## src/rtl/sfaso_pkg.sv

```systemverilog
// Constants and types for the fault acknowledge and safe output block
// Functional notes
// - Acknowledge starts only on a rising edge; a held high level does nothing.
// - Selector value zero routes the default single-channel input to the acknowledge.
// - Acknowledge removes errors whose condition has ended, and violation errors not requested; others stay buffered.
// - Each acknowledge writes one acknowledge record to the event log.
// - After acknowledge, every remaining error is logged again.
// - At the end, one acknowledge command pulse goes to the basic unit.
// - Module errors clear only through this acknowledge, never by the basic unit.
// - Only the selected control port may start an acknowledge.
// - Buffer clear and mode change happen 4 ms to 20 ms after the edge.
// - Basic unit clears its errors and is ready 20 ms to 500 ms later.
// - Violation errors persist only while out of range and still requested.
// - A pending request alone never blocks acknowledge of an error.
// - Each logical output level is the OR of masked virtual sources.
// - Each output runs in off, on, equivalent or antivalent mode.
// - Equivalent mode drives both channels to the logical level.
// - Antivalent mode drives A to the level and B to its inverse.
// - Test pulse width comes from a per-output setting.
// - Both channels are read back continuously and checked against drive.
// - A read-back mismatch switches that output off and raises the output fault.
// - An internal fault forces every channel low, antivalent ones too.
// - An output set permanently on carries the test pulses.
// - A level change reaches the channels within 2.5 ms.
package sfaso_pkg;
  localparam int CLK_PERIOD_NS   = 50;
  localparam int ACK_CLR_MIN_US  = 4000;
  localparam int ACK_CLR_MAX_US  = 20000;
  localparam int ACK_CLR_MIN_CYC = (ACK_CLR_MIN_US * 1000 + CLK_PERIOD_NS - 1) / CLK_PERIOD_NS;
  localparam int ACK_CLR_MAX_CYC = (ACK_CLR_MAX_US * 1000) / CLK_PERIOD_NS;
  localparam int TS_MAX_US       = 2500;
  localparam int TS_MAX_CYC      = (TS_MAX_US * 1000) / CLK_PERIOD_NS;
  localparam int TP_MIN_US       = 400;
  localparam int TP_MAX_US       = 10000;
  localparam int TP_MIN_CYC      = (TP_MIN_US * 1000 + CLK_PERIOD_NS - 1) / CLK_PERIOD_NS;
  localparam int TP_MAX_CYC      = (TP_MAX_US * 1000) / CLK_PERIOD_NS;
  localparam int TP_PERIOD_US    = 100000;
  localparam int TP_PERIOD_CYC   = (TP_PERIOD_US * 1000) / CLK_PERIOD_NS;
  localparam int RB_SETTLE_CYC   = 4;
  localparam int NUM_OUT         = 3;
  localparam int NUM_ERR         = 32;
  localparam int NUM_CTRL        = 8;
  localparam int NUM_VOUT        = 16;
  localparam int WAIT_W          = 19;
  localparam int TP_CNT_W        = 22;
  localparam int PW_W            = 18;
  localparam logic [4:0] OUT_FAULT_ERR_IDX = 5'h18;
  localparam logic [4:0] LAST_ERR_IDX      = 5'h1F;
  localparam logic [3:0] ACK_SEL_DEFAULT   = 4'h0;
  localparam logic [3:0] ACK_SEL_LAST      = 4'h8;

  typedef enum logic [1:0] {
    SFASO_OFF   = 2'h0,
    SFASO_EQUIV = 2'h1,
    SFASO_ANTI  = 2'h2,
    SFASO_ON    = 2'h3
  } sfaso_mode_t;

  typedef enum logic [2:0] {
    SFASO_IDLE  = 3'h0,
    SFASO_WAIT  = 3'h1,
    SFASO_CLEAR = 3'h3,
    SFASO_LOGA  = 3'h2,
    SFASO_RELOG = 3'h6,
    SFASO_CMD   = 3'h7
  } sfaso_state_t;
endpackage

```

## src/rtl/sfaso_top.sv

```systemverilog
// Fault acknowledge sequencer and three two-channel safe outputs
`timescale 1ns/1ns
module sfaso_top
  import sfaso_pkg::*;
#(
  parameter int ACK_CLR_CYCLES   = ACK_CLR_MIN_CYC,
  parameter int TP_PERIOD_CYCLES = TP_PERIOD_CYC
)(
  input  wire logic                               CLK,
  input  wire logic                               RESET,
  input  wire logic                               DEFAULT_ACK_INPUT,
  input  wire logic [NUM_CTRL-1:0]                CTRL_PORTS,
  input  wire logic [3:0]                         ACK_SOURCE_SELECTOR,
  input  wire logic [NUM_ERR-1:0]                 ERROR_RAISE,
  input  wire logic [NUM_ERR-1:0]                 ERROR_CONDITION,
  input  wire logic [NUM_ERR-1:0]                 VIOLATION_MASK,
  input  wire logic [NUM_ERR-1:0]                 FUNCTION_REQUESTED,
  input  wire logic [NUM_VOUT-1:0]                VIRTUAL_OUTPUT_SOURCES,
  input  wire logic [NUM_OUT-1:0][NUM_VOUT-1:0]   OUT_SOURCE_MASK,
  input  wire logic [NUM_OUT-1:0]                 OUT_LEVEL_INVERT,
  input  wire logic [NUM_OUT-1:0][1:0]            OUTPUT_MODE_SETTING,
  input  wire logic [NUM_OUT-1:0][PW_W-1:0]       PULSE_WIDTH_SETTING,
  input  wire logic [NUM_OUT-1:0]                 READBACK_A,
  input  wire logic [NUM_OUT-1:0]                 READBACK_B,
  input  wire logic                               INTERNAL_FAULT,
  output logic [NUM_OUT-1:0]                      SAFE_OUTPUT_CHAN_A,
  output logic [NUM_OUT-1:0]                      SAFE_OUTPUT_CHAN_B,
  output logic [NUM_OUT-1:0]                      OUTPUT_FAULT,
  output logic [NUM_ERR-1:0]                      ERROR_BUFFER,
  output logic                                    FAULT_STATE,
  output logic                                    ACK_BUSY,
  output logic                                    LOG_VALID,
  output logic                                    LOG_IS_ACK,
  output logic [4:0]                              LOG_ERR_INDEX,
  output logic                                    BU_ACK_CMD
);

  // ==========================================================
  // State
  typedef struct packed {
    logic                ack_s1;
    logic                ack_s2;
    logic                ack_prev;
    sfaso_state_t        st;
    logic [WAIT_W-1:0]   wait_cnt;
    logic [4:0]          idx;
    logic [NUM_ERR-1:0]  err_buf;
    logic                fault_state;
    logic                busy;
    logic                log_valid;
    logic                log_is_ack;
    logic [4:0]          log_idx;
    logic                bu_cmd;
    logic                fault_clr;
    logic [NUM_OUT-1:0]  level;
  } sfaso_top_t;

  sfaso_top_t          s_r;
  sfaso_top_t          s_nxt;
  logic                sel_ack;
  logic                ack_pulse;
  logic [NUM_ERR-1:0]  raise_v;
  logic [NUM_ERR-1:0]  persist_v;
  logic [NUM_OUT-1:0]  out_fault;

  // edge of the second synchroniser stage only
  assign ack_pulse = s_r.ack_s2 & ~s_r.ack_prev;

  // ==========================================================
  // Acknowledge source and error vectors
  always_comb
  begin
    sel_ack = 1'b0;
    // selector zero is the default input
    if (ACK_SOURCE_SELECTOR == ACK_SEL_DEFAULT)
      sel_ack = DEFAULT_ACK_INPUT;
    // other ports are simply not looked at
    else if (ACK_SOURCE_SELECTOR <= ACK_SEL_LAST)
      sel_ack = CTRL_PORTS[3'(ACK_SOURCE_SELECTOR - 4'h1)];
    // Codes above the last port route nothing and never acknowledge
    raise_v = ERROR_RAISE;
    raise_v[OUT_FAULT_ERR_IDX] = ERROR_RAISE[OUT_FAULT_ERR_IDX] | (|out_fault);
    // violation persists only while out of range and requested
    // request alone never keeps an error
    persist_v = ERROR_CONDITION & (~VIOLATION_MASK | FUNCTION_REQUESTED);
    persist_v[OUT_FAULT_ERR_IDX] = persist_v[OUT_FAULT_ERR_IDX] | (|out_fault);
  end

  // ==========================================================
  // Acknowledge sequencer
  always_comb
  begin
    s_nxt = s_r;
    s_nxt.ack_s1 = sel_ack;
    s_nxt.ack_s2 = s_r.ack_s1;
    s_nxt.ack_prev = s_r.ack_s2;
    s_nxt.log_valid = 1'b0;
    s_nxt.log_is_ack = 1'b0;
    s_nxt.bu_cmd = 1'b0;
    s_nxt.fault_clr = 1'b0;
    // buffer only ever grows outside the clear step
    s_nxt.err_buf = s_r.err_buf | raise_v;
    // Edges that arrive mid-sequence are dropped, never queued
    unique case (s_r.st)
      SFASO_IDLE:
      begin
        // a held level gives no new pulse
        if (ack_pulse)
        begin
          s_nxt.st = SFASO_WAIT;
          s_nxt.wait_cnt = '0;
          // Outputs get a fresh read-back trial during the wait
          s_nxt.fault_clr = 1'b1;
        end
      end
      SFASO_WAIT:
      begin
        // clear lands at the minimum time after the edge
        if (s_r.wait_cnt == WAIT_W'(ACK_CLR_CYCLES - 1))
          s_nxt.st = SFASO_CLEAR;
        else
          s_nxt.wait_cnt = s_r.wait_cnt + 1'b1;
      end
      SFASO_CLEAR:
      begin
        // keep live errors, new raises win
        s_nxt.err_buf = (s_r.err_buf & persist_v) | raise_v;
        s_nxt.st = SFASO_LOGA;
      end
      SFASO_LOGA:
      begin
        s_nxt.log_valid = 1'b1;
        s_nxt.log_is_ack = 1'b1;
        s_nxt.idx = '0;
        s_nxt.st = SFASO_RELOG;
      end
      SFASO_RELOG:
      begin
        // log each remaining error again
        // One index a cycle keeps the walk short and bounded
        if (s_r.err_buf[s_r.idx])
        begin
          s_nxt.log_valid = 1'b1;
          s_nxt.log_idx = s_r.idx;
        end
        if (s_r.idx == LAST_ERR_IDX)
          s_nxt.st = SFASO_CMD;
        else
          s_nxt.idx = s_r.idx + 5'h01;
      end
      SFASO_CMD:
      begin
        // basic unit clears its own errors after this
        s_nxt.bu_cmd = 1'b1;
        s_nxt.st = SFASO_IDLE;
      end
      default:
        s_nxt.st = SFASO_IDLE;
    endcase
    s_nxt.fault_state = |s_nxt.err_buf;
    s_nxt.busy = s_nxt.st != SFASO_IDLE;
    // Registered level gives every output one clean copy
    // masked OR with optional inversion
    for (int i = 0; i < NUM_OUT; i++)
      s_nxt.level[i] = (|(VIRTUAL_OUTPUT_SOURCES & OUT_SOURCE_MASK[i])) ^ OUT_LEVEL_INVERT[i];
  end

  always_ff @(posedge CLK)
  begin
    if (RESET)
    begin
      s_r.ack_s1      <= 1'b0;
      s_r.ack_s2      <= 1'b0;
      s_r.ack_prev    <= 1'b0;
      s_r.st          <= SFASO_IDLE;
      s_r.wait_cnt    <= '0;
      s_r.idx         <= '0;
      s_r.err_buf     <= '0;
      s_r.fault_state <= 1'b0;
      s_r.busy        <= 1'b0;
      s_r.log_valid   <= 1'b0;
      s_r.log_is_ack  <= 1'b0;
      s_r.log_idx     <= '0;
      s_r.bu_cmd      <= 1'b0;
      s_r.fault_clr   <= 1'b0;
      s_r.level       <= '0;
    end
    else
      s_r <= s_nxt;
  end

  // ==========================================================
  // Safe outputs
  // Test pulses staggered so no two outputs pulse together
  for (genvar g = 0; g < NUM_OUT; g++)
  begin : g_out
    // Every 2-bit code is a legal mode, so the cast is safe
    // two register stages, far inside the delay limit
    sfaso_safe_out #(
      .TP_PERIOD (TP_PERIOD_CYCLES),
      .TP_OFFSET ((TP_PERIOD_CYCLES / NUM_OUT) * g)
    ) u_out (
      .clk       (CLK),
      .reset     (RESET),
      .mode      (sfaso_mode_t'(OUTPUT_MODE_SETTING[g])),
      .level     (s_r.level[g]),
      .force_off (INTERNAL_FAULT),
      .pulse_len (PULSE_WIDTH_SETTING[g]),
      .rb_a      (READBACK_A[g]),
      .rb_b      (READBACK_B[g]),
      .fault_clr (s_r.fault_clr),
      .chan_a    (SAFE_OUTPUT_CHAN_A[g]),
      .chan_b    (SAFE_OUTPUT_CHAN_B[g]),
      .fault     (out_fault[g])
    );
  end

  assign OUTPUT_FAULT  = out_fault;
  assign ERROR_BUFFER  = s_r.err_buf;
  assign FAULT_STATE   = s_r.fault_state;
  assign ACK_BUSY      = s_r.busy;
  assign LOG_VALID     = s_r.log_valid;
  assign LOG_IS_ACK    = s_r.log_is_ack;
  assign LOG_ERR_INDEX = s_r.log_idx;
  assign BU_ACK_CMD    = s_r.bu_cmd;
endmodule // sfaso_top

```

## src/rtl/sfaso_safe_out.sv

```systemverilog
// One two-channel safe output with test pulses and read-back check
`timescale 1ns/1ns
module sfaso_safe_out
  import sfaso_pkg::*;
#(
  parameter int TP_PERIOD = TP_PERIOD_CYC,
  parameter int TP_OFFSET = 0
)(
  input  wire logic            clk,
  input  wire logic            reset,
  input  wire sfaso_mode_t     mode,
  input  wire logic            level,
  input  wire logic            force_off,
  input  wire logic [PW_W-1:0] pulse_len,
  input  wire logic            rb_a,
  input  wire logic            rb_b,
  input  wire logic            fault_clr,
  output logic                 chan_a,
  output logic                 chan_b,
  output logic                 fault
);
  typedef struct packed {
    logic [TP_CNT_W-1:0] tp_cnt;
    logic [2:0]          settle;
    logic                a;
    logic                b;
    logic                fault;
  } sfaso_so_t;

  sfaso_so_t s_r;
  sfaso_so_t s_nxt;
  logic [PW_W-1:0] plen;
  logic            pulse;
  logic            want_a;
  logic            want_b;

  always_comb
  begin
    s_nxt = s_r;
    s_nxt.tp_cnt = (s_r.tp_cnt == TP_CNT_W'(TP_PERIOD - 1)) ? '0 : s_r.tp_cnt + 1'b1;
    // width clamped to the legal pulse range
    plen = pulse_len;
    if (plen < PW_W'(TP_MIN_CYC))
      plen = PW_W'(TP_MIN_CYC);
    else if (plen > PW_W'(TP_MAX_CYC))
      plen = PW_W'(TP_MAX_CYC);
    pulse = s_r.tp_cnt < TP_CNT_W'(plen);
    unique case (mode)
      SFASO_OFF:   begin want_a = 1'b0;  want_b = 1'b0;   end
      SFASO_EQUIV: begin want_a = level; want_b = level;  end
      SFASO_ANTI:  begin want_a = level; want_b = ~level; end
      SFASO_ON:    begin want_a = 1'b1;  want_b = 1'b1;   end
    endcase
    // high channels carry the test pulses
    s_nxt.a = want_a & ~pulse;
    s_nxt.b = want_b & ~pulse;
    // faulted or forced output is low on both pins
    if (s_r.fault || force_off)
    begin
      s_nxt.a = 1'b0;
      s_nxt.b = 1'b0;
    end
    // Pin edges need time before read-back is trusted
    if (s_nxt.a != s_r.a || s_nxt.b != s_r.b)
      s_nxt.settle = 3'(RB_SETTLE_CYC);
    else if (s_r.settle != 3'h0)
      s_nxt.settle = s_r.settle - 3'h1;
    if (fault_clr)
      s_nxt.fault = 1'b0;
    // read-back check, detection wins over clear
    if (s_r.settle == 3'h0 && (rb_a != s_r.a || rb_b != s_r.b))
      s_nxt.fault = 1'b1;
  end

  always_ff @(posedge clk)
  begin
    if (reset)
    begin
      s_r.tp_cnt <= TP_CNT_W'(TP_OFFSET);
      s_r.settle <= 3'(RB_SETTLE_CYC);
      s_r.a      <= 1'b0;
      s_r.b      <= 1'b0;
      s_r.fault  <= 1'b0;
    end
    else
      s_r <= s_nxt;
  end

  assign chan_a = s_r.a;
  assign chan_b = s_r.b;
  assign fault  = s_r.fault;
endmodule // sfaso_safe_out

```

## config.mk

```make
export PLATFORM = sky130hd
export DESIGN_NAME = sfaso_top
export DESIGN_NICKNAME = d
export VERILOG_FILES = /design/src/rtl/sfaso_pkg.sv /design/src/rtl/sfaso_top.sv /design/src/rtl/sfaso_safe_out.sv
export SDC_FILE = /design/constraint.sdc
export NUM_CORES = 1
export LEC_CHECK = 0
export BUFFER_PORTS_ARGS = -buffer_cell sky130_fd_sc_hd__buf_2
export CAP_MARGIN = 25
export CORE_UTILIZATION = 52
export CTS_CLUSTER_DIAMETER = 150
export CTS_CLUSTER_SIZE = 12
export DETAILED_ROUTE_END_ITERATION = 8
export PLACE_DENSITY_LB_ADDON = 0.3
export SLEW_MARGIN = 20
export SYNTH_ARGS = -nofsm -noshare
export SYNTH_HDL_FRONTEND = slang
export SYNTH_SLANG_ARGS = --single-unit
```

## constraint.sdc

```tcl
create_clock -name CLK -period 4.37 [get_ports CLK]
set_input_delay 0.6555 -clock CLK [delete_from_list [all_inputs] [get_ports CLK]]
set_output_delay 0.6555 -clock CLK [all_outputs]
set_load 0.02 [all_outputs]
```

# [After elaboration in Yosys (flattened, before gate mapping)]
# Index checks and enable logic that the tools add are counted.
[totals] register_bits=160 latch_bits=0 ramBits=0 romBits=0 inputBits=277 out_inout_bits=51 word_cells=204 n_memories=0
[op_classes] n_addsub=9 mul=0 div_mod_pow=0 n_lt_le_gt_ge=12 eq_ne=34 shifts=0 n_mux=41 n_bitwise=29 reduce_logical=47
[op_table] op="18-bit 2-to-1 mux" n=6
[op_table] op="32-bit OR" n=3
[op_table] op="22-bit by 1-bit adder with 22-bit output, second input constant" n=3
[op_table] op="22-bit by 21-bit equality test with 1-bit output, second input constant" n=3
[op_table] op="22-bit by 18-bit less-than comparator with 1-bit output" n=3
[op_table] op="32-bit bitwise AND" n=2
[op_table] op="18-bit > comparator, second input constant" n=3
[op_table] op="18-bit by 13-bit less-than comparator with 1-bit output, second input constant" n=3
[op_table] op="16-bit bitwise AND" n=3
[op_table] op="16-bit OR reduction" n=3
[op_table] op="19-bit one-hot mux with 2 select lines" n=1
[op_table] op="32-bit 2-to-1 mux" n=1
[op_table] op="32-bit NOT" n=1
[op_table] op="32-bit OR reduction" n=1
[op_table] op="22-bit 2-to-1 mux" n=1
[op_table] op="21-bit 2-to-1 mux" n=1
[op_table] op="20-bit 2-to-1 mux" n=1
[op_table] op="2-bit OR reduction" n=10
[op_table] op="19-bit by 1-bit adder with 19-bit output, second input constant" n=1
[op_table] op="19-bit by 17-bit equality test with 1-bit output, second input constant" n=1
[op_table] op="19-bit 2-to-1 mux" n=1
[op_table] op="3-bit one-hot mux with 5 select lines" n=1
[op_table] op="2-bit equality test, second input constant" n=6
[op_table] op="3-bit zero test" n=4
[op_table] op="other kinds (35)" n=109

# [Depth between registers and ports, before layout]
[logic_depth] ltp_word=10 mapped_depth=13 ltp_nobuf=13

# [By module]
# From an unflattened synthesis, not the netlist that was laid out.
[hier_totals] hier_cells=1230 hier_area_um2=10104.7
[modules_own_cells] mod="sfaso_top" n_inst=1 cells_per_inst=532 area_each_um2=4321.6 seq_area_each_um2=1521.5
[modules_own_cells] mod="sfaso_safe_out at g_out[2].u_out" n_inst=1 cells_per_inst=239 area_each_um2=1965.6 seq_area_each_um2=560.5
[modules_own_cells] mod="sfaso_safe_out at g_out[0].u_out" n_inst=1 cells_per_inst=234 area_each_um2=1934.4 seq_area_each_um2=560.5
[modules_own_cells] mod="sfaso_safe_out at g_out[1].u_out" n_inst=1 cells_per_inst=225 area_each_um2=1883.1 seq_area_each_um2=560.5

# [Least setup slack after synthesis]
# OpenSTA, ideal clock, no wires.
[synth_path] path_type="in2reg" startpoint="input port PULSE_WIDTH_SETTING[18] (netlist name)" endpoint="register g_out[1].u_out.s_r[5] (netlist name)" setup_time_ns=0.127 arrival_ns=3.353 t_required_ns=4.243 slack_ns=0.890 cell_stages=12 path_buffers=0 path_cell_list="nor4_1 -> nand3_1 -> a211oi_2 -> nor2b_1 -> ha_1 -> nand4_1 -> nor4_4 -> o211ai_1 -> a31o_2 -> a2111oi_4 -> xor2_1 -> or3_1"
[synth_via] elab_chain_len=10 word_cells_on_any_way=13 classes_between="3 x order compare; 2 x eq/ne; 3 x mux; 3 x bitwise; 2 x reduce/logical"
[synth_rtl] element="start, declared" line_no="sfaso_top.sv:22" rtl="input wire logic [NUM_OUT-1:0][PW_W-1:0] PULSE_WIDTH_SETTING,"
[synth_rtl] element="18-bit > comparator" line_no="sfaso_safe_out.sv:45" rtl="else if (plen > PW_W'(TP_MAX_CYC))"
[synth_rtl] element="18-bit 2-to-1 mux" line_no="sfaso_safe_out.sv:45"
[synth_rtl] element="18-bit 2-to-1 mux *" line_no="sfaso_safe_out.sv:43" rtl="if (plen < PW_W'(TP_MIN_CYC))"
[synth_rtl] element="22-bit by 18-bit less-than comparator with 1-bit output *" line_no="sfaso_safe_out.sv:47" rtl="pulse = s_r.tp_cnt < TP_CNT_W'(plen);"
[synth_rtl] element="1-bit NOT *" line_no="sfaso_safe_out.sv:55, sfaso_safe_out.sv:56"
[synth_rtl] element="1-bit bitwise AND (on tied branches)" line_no="sfaso_safe_out.sv:55, sfaso_safe_out.sv:56"
[synth_rtl] element="2-bit 2-to-1 mux *" line_no="sfaso_safe_out.sv:58" rtl="if (s_r.fault || force_off)"
[synth_rtl] element="1-bit != test" line_no="sfaso_safe_out.sv:64" rtl="if (s_nxt.a != s_r.a || s_nxt.b != s_r.b)"
[synth_rtl] element="1-bit logical OR *" line_no="sfaso_safe_out.sv:64"
[synth_rtl] element="2-bit OR reduction (no source line) *"
[synth_rtl] element="end signal, assigned" line_no="sfaso_safe_out.sv:86" rtl="s_r <= s_nxt;"
[synth_rtl] element="end, declared" line_no="sfaso_safe_out.sv:30" rtl="sfaso_so_t s_r;"
# Every way passes the cells marked *; elsewhere a longest branch is shown, timed or not.
# A chain may end at the register's enable or synchronous reset.

# [Final worst setup path]
[layout_path] startpoint="input port PULSE_WIDTH_SETTING[9] (netlist name)" endpoint="register g_out[0].u_out.s_r[5] (netlist name)"
[layout_via] elab_chain_len=10 word_cells_on_any_way=13 classes_between="3 x order compare; 2 x eq/ne; 3 x mux; 3 x bitwise; 2 x reduce/logical"
[layout_rtl] element="18-bit > comparator" line_no="sfaso_safe_out.sv:45"
[layout_rtl] element="18-bit 2-to-1 mux" line_no="sfaso_safe_out.sv:45"
[layout_rtl] element="18-bit 2-to-1 mux *" line_no="sfaso_safe_out.sv:43"
[layout_rtl] element="22-bit by 18-bit less-than comparator with 1-bit output *" line_no="sfaso_safe_out.sv:47"
[layout_rtl] element="1-bit NOT *" line_no="sfaso_safe_out.sv:55, sfaso_safe_out.sv:56"
[layout_rtl] element="1-bit bitwise AND (on tied branches)" line_no="sfaso_safe_out.sv:55, sfaso_safe_out.sv:56"
[layout_rtl] element="2-bit 2-to-1 mux *" line_no="sfaso_safe_out.sv:58"
[layout_rtl] element="1-bit != test" line_no="sfaso_safe_out.sv:64"
[layout_rtl] element="1-bit logical OR *" line_no="sfaso_safe_out.sv:64"
[layout_rtl] element="2-bit OR reduction (no source line) *"
[layout_rtl] element="end signal, assigned" line_no="sfaso_safe_out.sv:86"
[layout_rtl] element="end, declared" line_no="sfaso_safe_out.sv:30"
# Marks and branches as above.

==> flow_metrics.py <==
metrics = {
    "finish": {
        "utilization": 0.6446,
        "ff_latch_area_um2": 3203,
        "drive_above_1_share": 0.2599,
        "n_fill_cell": 1629,
        "fin_nets": 1856,
        "multi_input_area_um2": 5989,
        "areaGrowthSynthToFinish_pct": 21.62,
        "final_cell_area_um2": 12060,
        "stdcell_count": 1755,
    },
    "logic_synthesis": {
        "synth_top_family_by_area": "simple AND/OR/NAND/NOR gates",
        "yosys.area_share.adder": 0.08960,
        "syn_inst": 1234,
        "synth_seq_area_share": 0.3231,
        "synth_edf_count": 0,
        "synth_top_area_share": 0.3231,
        "yosysWarnings": 0,
        "synth_compound_area_frac": 0.1459,
        "muxShareOfSynthArea": 0.03950,
        "avgSynthCellArea_um2": 8.034,
        "synth-xor-area-share": 0.06714,
        "ys_ff_latch": 160,
        "synth.net_count": 1582,
        "synthSimpleGateAreaFrac": 0.2612,
        "synth.distinct_cells": 56,
        "yosysTopAreaCell": "dfxtp_1",
        "ys_async_sr_fraction": 0,
        "netlist_area_um2": 9915,
        "synthTopCellsByArea": "dfxtp_1 32%, ha_1 9.0%, nor2_1 6.2%",
        "synth_ff_type": "dfxtp_1",
    },
    "setup_path": {
        "critical_path_class": "primary input to flip-flop",
        "cp_max_fo": 10,
        "cpPeakStageDelay_ns": 0.52,
        "r2r_start": "s_r[46]",
        "critPathSlowestCell": "a211oi_2",
        "arrival_ns": 3.80,
        "cp-start-kind": "primary input",
        "worstPathRequired_ns": 4.68,
        "worstPathCellList": "buf_2, nor4bb_1, nand3_1, a211oi_2, nor2b_1, ha_1, nand4_1, nor4_4, o211ai_1, a31o_1, a2111oi_4, xor2_1, or3_1",
        "cp-end-kind": "flip-flop",
        "cp-startpoint": "PULSE_WIDTH_SETTING[9]",
    },
    "power_and_ir_drop": {
        "combPwrFrac": 0.172,
        "ir_drop_v": 0.0003160,
        "p_int_mw": 2.823,
        "total_power_mw": 3.843,
        "switchingPower_mw": 1.020,
        "power_density_nw_per_um2": 318.7,
        "pwr-share-seq": 0.415,
        "p_leak_nw": 5.326,
        "clkPwrFrac": 0.413,
        "switching_share": 0.2654,
    },
    "grt": {
        "grt_use_met1": 0.3553,
        "first_global_vias": 9112,
        "grt_use_total": 0.2884,
        "use_met3": 0.04137,
        "grt_pass1_wl_mm": 44.88,
        "grt_max_degree": 49,
        "gr-total-overflow": 0,
        "antenna_found_initial": 2,
        "met2_usage": 0.5153,
        "grt_busiest_layer": "met2",
    },
    "placed_design": {
        "pre_cts_slack_ns": 0.4397,
        "dp_hpwl_mm": 22.85,
        "portBuffers": 327,
        "dp.cells": 1723,
        "gp_congestion": 0.9270,
        "post_dp_cell_area_um2": 11410,
    },
    "cts": {
        "cts_tree": "yes",
        "root_buffer": "clkbuf_16",
        "ctsHoldBuffers": 0,
        "clock_path_buffers": 2,
        "cts_buffers": 17,
        "cts_resized": 0,
        "clk_pin_slew_ns": 0.07,
        "cts_sinks": 160,
        "post_cts_buffers": 0,
        "cts-htree-levels": 4,
        "clk_latency_ns": 0.43,
    },
    "detailed_routing": {
        "drt_iter0_drc": 612,
        "num_vias": 9775,
        "ant_nets": 0,
        "wl_per_cell_um": 16.20,
        "viasPerCell": 5.570,
        "drc": 0,
        "drtPass1Iterations": 5,
        "routed_wirelength_mm": 28.42,
    },
    "run": {
        "maxCapViolations": 0,
    },
    "sta": {
        "finalWorstSetupSlack_ns": 0.8772,
        "fin_crit_sh": 0.7993,
        "maxSlewViolCount": 0,
        "whs_ns": 0.4505,
        "tightest_slew_ns": 0.9650,
        "fin_skew_ns": 0.01421,
        "rsz0062_at_grt": "false",
        "period_minus_slack_ns": 3.493,
        "hold_viol": 0,
        "tns_ns": 0,
        "max_freq_ghz": 0.2863,
        "maxSlewHeadroom": 0.3567,
        "setup_viol": 0,
    },
    "floorplan": {
        "num_rows": 50,
        "core-area_um2": 18710,
        "initial_core_util": 0.5300,
        "die_w_um": 140.1,
        "die_area_um2": 19620,
        "die_h_um": 140.1,
        "ios": 328,
    },
    "hold_path": {
        "hold_class": "primary input to flip-flop",
        "min_from": "ERROR_RAISE[15]",
    },
    "status": {
        "status": "finished, final reports clean",
    },
}
cell usage after synthesis, types with 10 or more instances:
cell / count
nor2_1: 165
dfxtp_1: 160
nand2_1: 123
a21oi_1: 94
inv_1: 73
ha_1: 71
o21ai_0: 68
buf_4: 46
nand4_1: 44
xnor2_1: 42
xor2_1: 34
nand3_1: 32
nor3_1: 29
clkbuf_1: 27
nor2b_1: 21
nor4_1: 19
or3_1: 19
nand2b_1: 14
a221oi_1: 12
a22o_1: 12
mux2i_1: 11
mux4_2: 11
and3_1: 10
state kept, by name, summed over array words and instances (netlist names):
| register | cells |
|---|---|
| ACK_BUSY | 1 |
| BU_ACK_CMD | 1 |
| ERROR_BUFFER | 32 |
| FAULT_STATE | 1 |
| LOG_ERR_INDEX | 5 |
| LOG_IS_ACK | 1 |
| LOG_VALID | 1 |
| g_out.u_out.chan_a | 3 |
| g_out.u_out.chan_b | 3 |
| g_out.u_out.fault | 3 |
| g_out.u_out.s_r | 75 |
| s_nxt | 2 |
| s_r | 32 |
layer usage:
metal  share of wire  wire (um)
met2            0.50      14160
met4           0.020        582
met1            0.43      12240
met3           0.051       1436
met5               0          0
final timing paths:
check,end,slack [ns],cells past startpoint
setup / recovery,g_out[0].u_out.s_r[5],0.88,13
hold / removal,ERROR_BUFFER[15],0.45,3
setup reg to reg,LOG_ERR_INDEX[2],1.76,5
hold reg to reg,s_nxt[73],0.45,1
cells in the final DEF (no fill, tap or decap), drive strengths merged, types with 14 or more instances in the layout:
cell type	count
a21oi	94
buf	330
clkbuf	20
dfxtp	160
ha	71
inv	75
nand2	123
nand2b	14
nand3	32
nand4	44
nor2	165
nor2b	21
nor3	29
nor4	21
o21ai	69
or3	19
xnor2	42
xor2	34
cell families (layout without fill, tap and decap cells):
kind of cell             after synthesis  after routing
XOR/XNOR                              76             76
adder cells (fa/ha/maj)               71             71
buffers and inverters                148            434
AO/OA/AOI/OAI                        231            231
multiplexers                          25             25
other                                  0              1
flip-flops                           160            160
AND/OR/NAND/NOR                      523            523
worst max-delay path, delay by kind of cell:
kind	cells	cell delay [ns]
AOI/OAI and AO/OA	4	1.26
xor gates and xnor gates	1	0.14
adders and majority gates	1	0.17
buffers and inverters	1	0.12
and+or+nand+nor	6	1.45
power groups by stage:
stage | Clock (mW) | Sequential [mW] | Combinational, mW
finish | 1.59 | 1.59 | 0.662
global route | 1.67 | 1.60 | 0.737
CTS | 1.61 | 1.59 | 0.660
detailed placement | 0 | 1.62 | 0.655
global placement | 0 | 1.62 | 0.637
floorplan | 0 | 1.61 | 0.429
cell type report:
class / count / share of cell area
well taps: 234 / 0.02428
flip-flops and latches: 160 / 0.2656
multi-input cells: 926 / 0.4967
diodes: 1 / 0.0002075
clock buffers: 20 / 0.03787
inverters: 73 / 0.02272
repair buffers: 330 / 0.1376
clock inverters: 11 / 0.01494
Power figures use the tool's default switching activity.
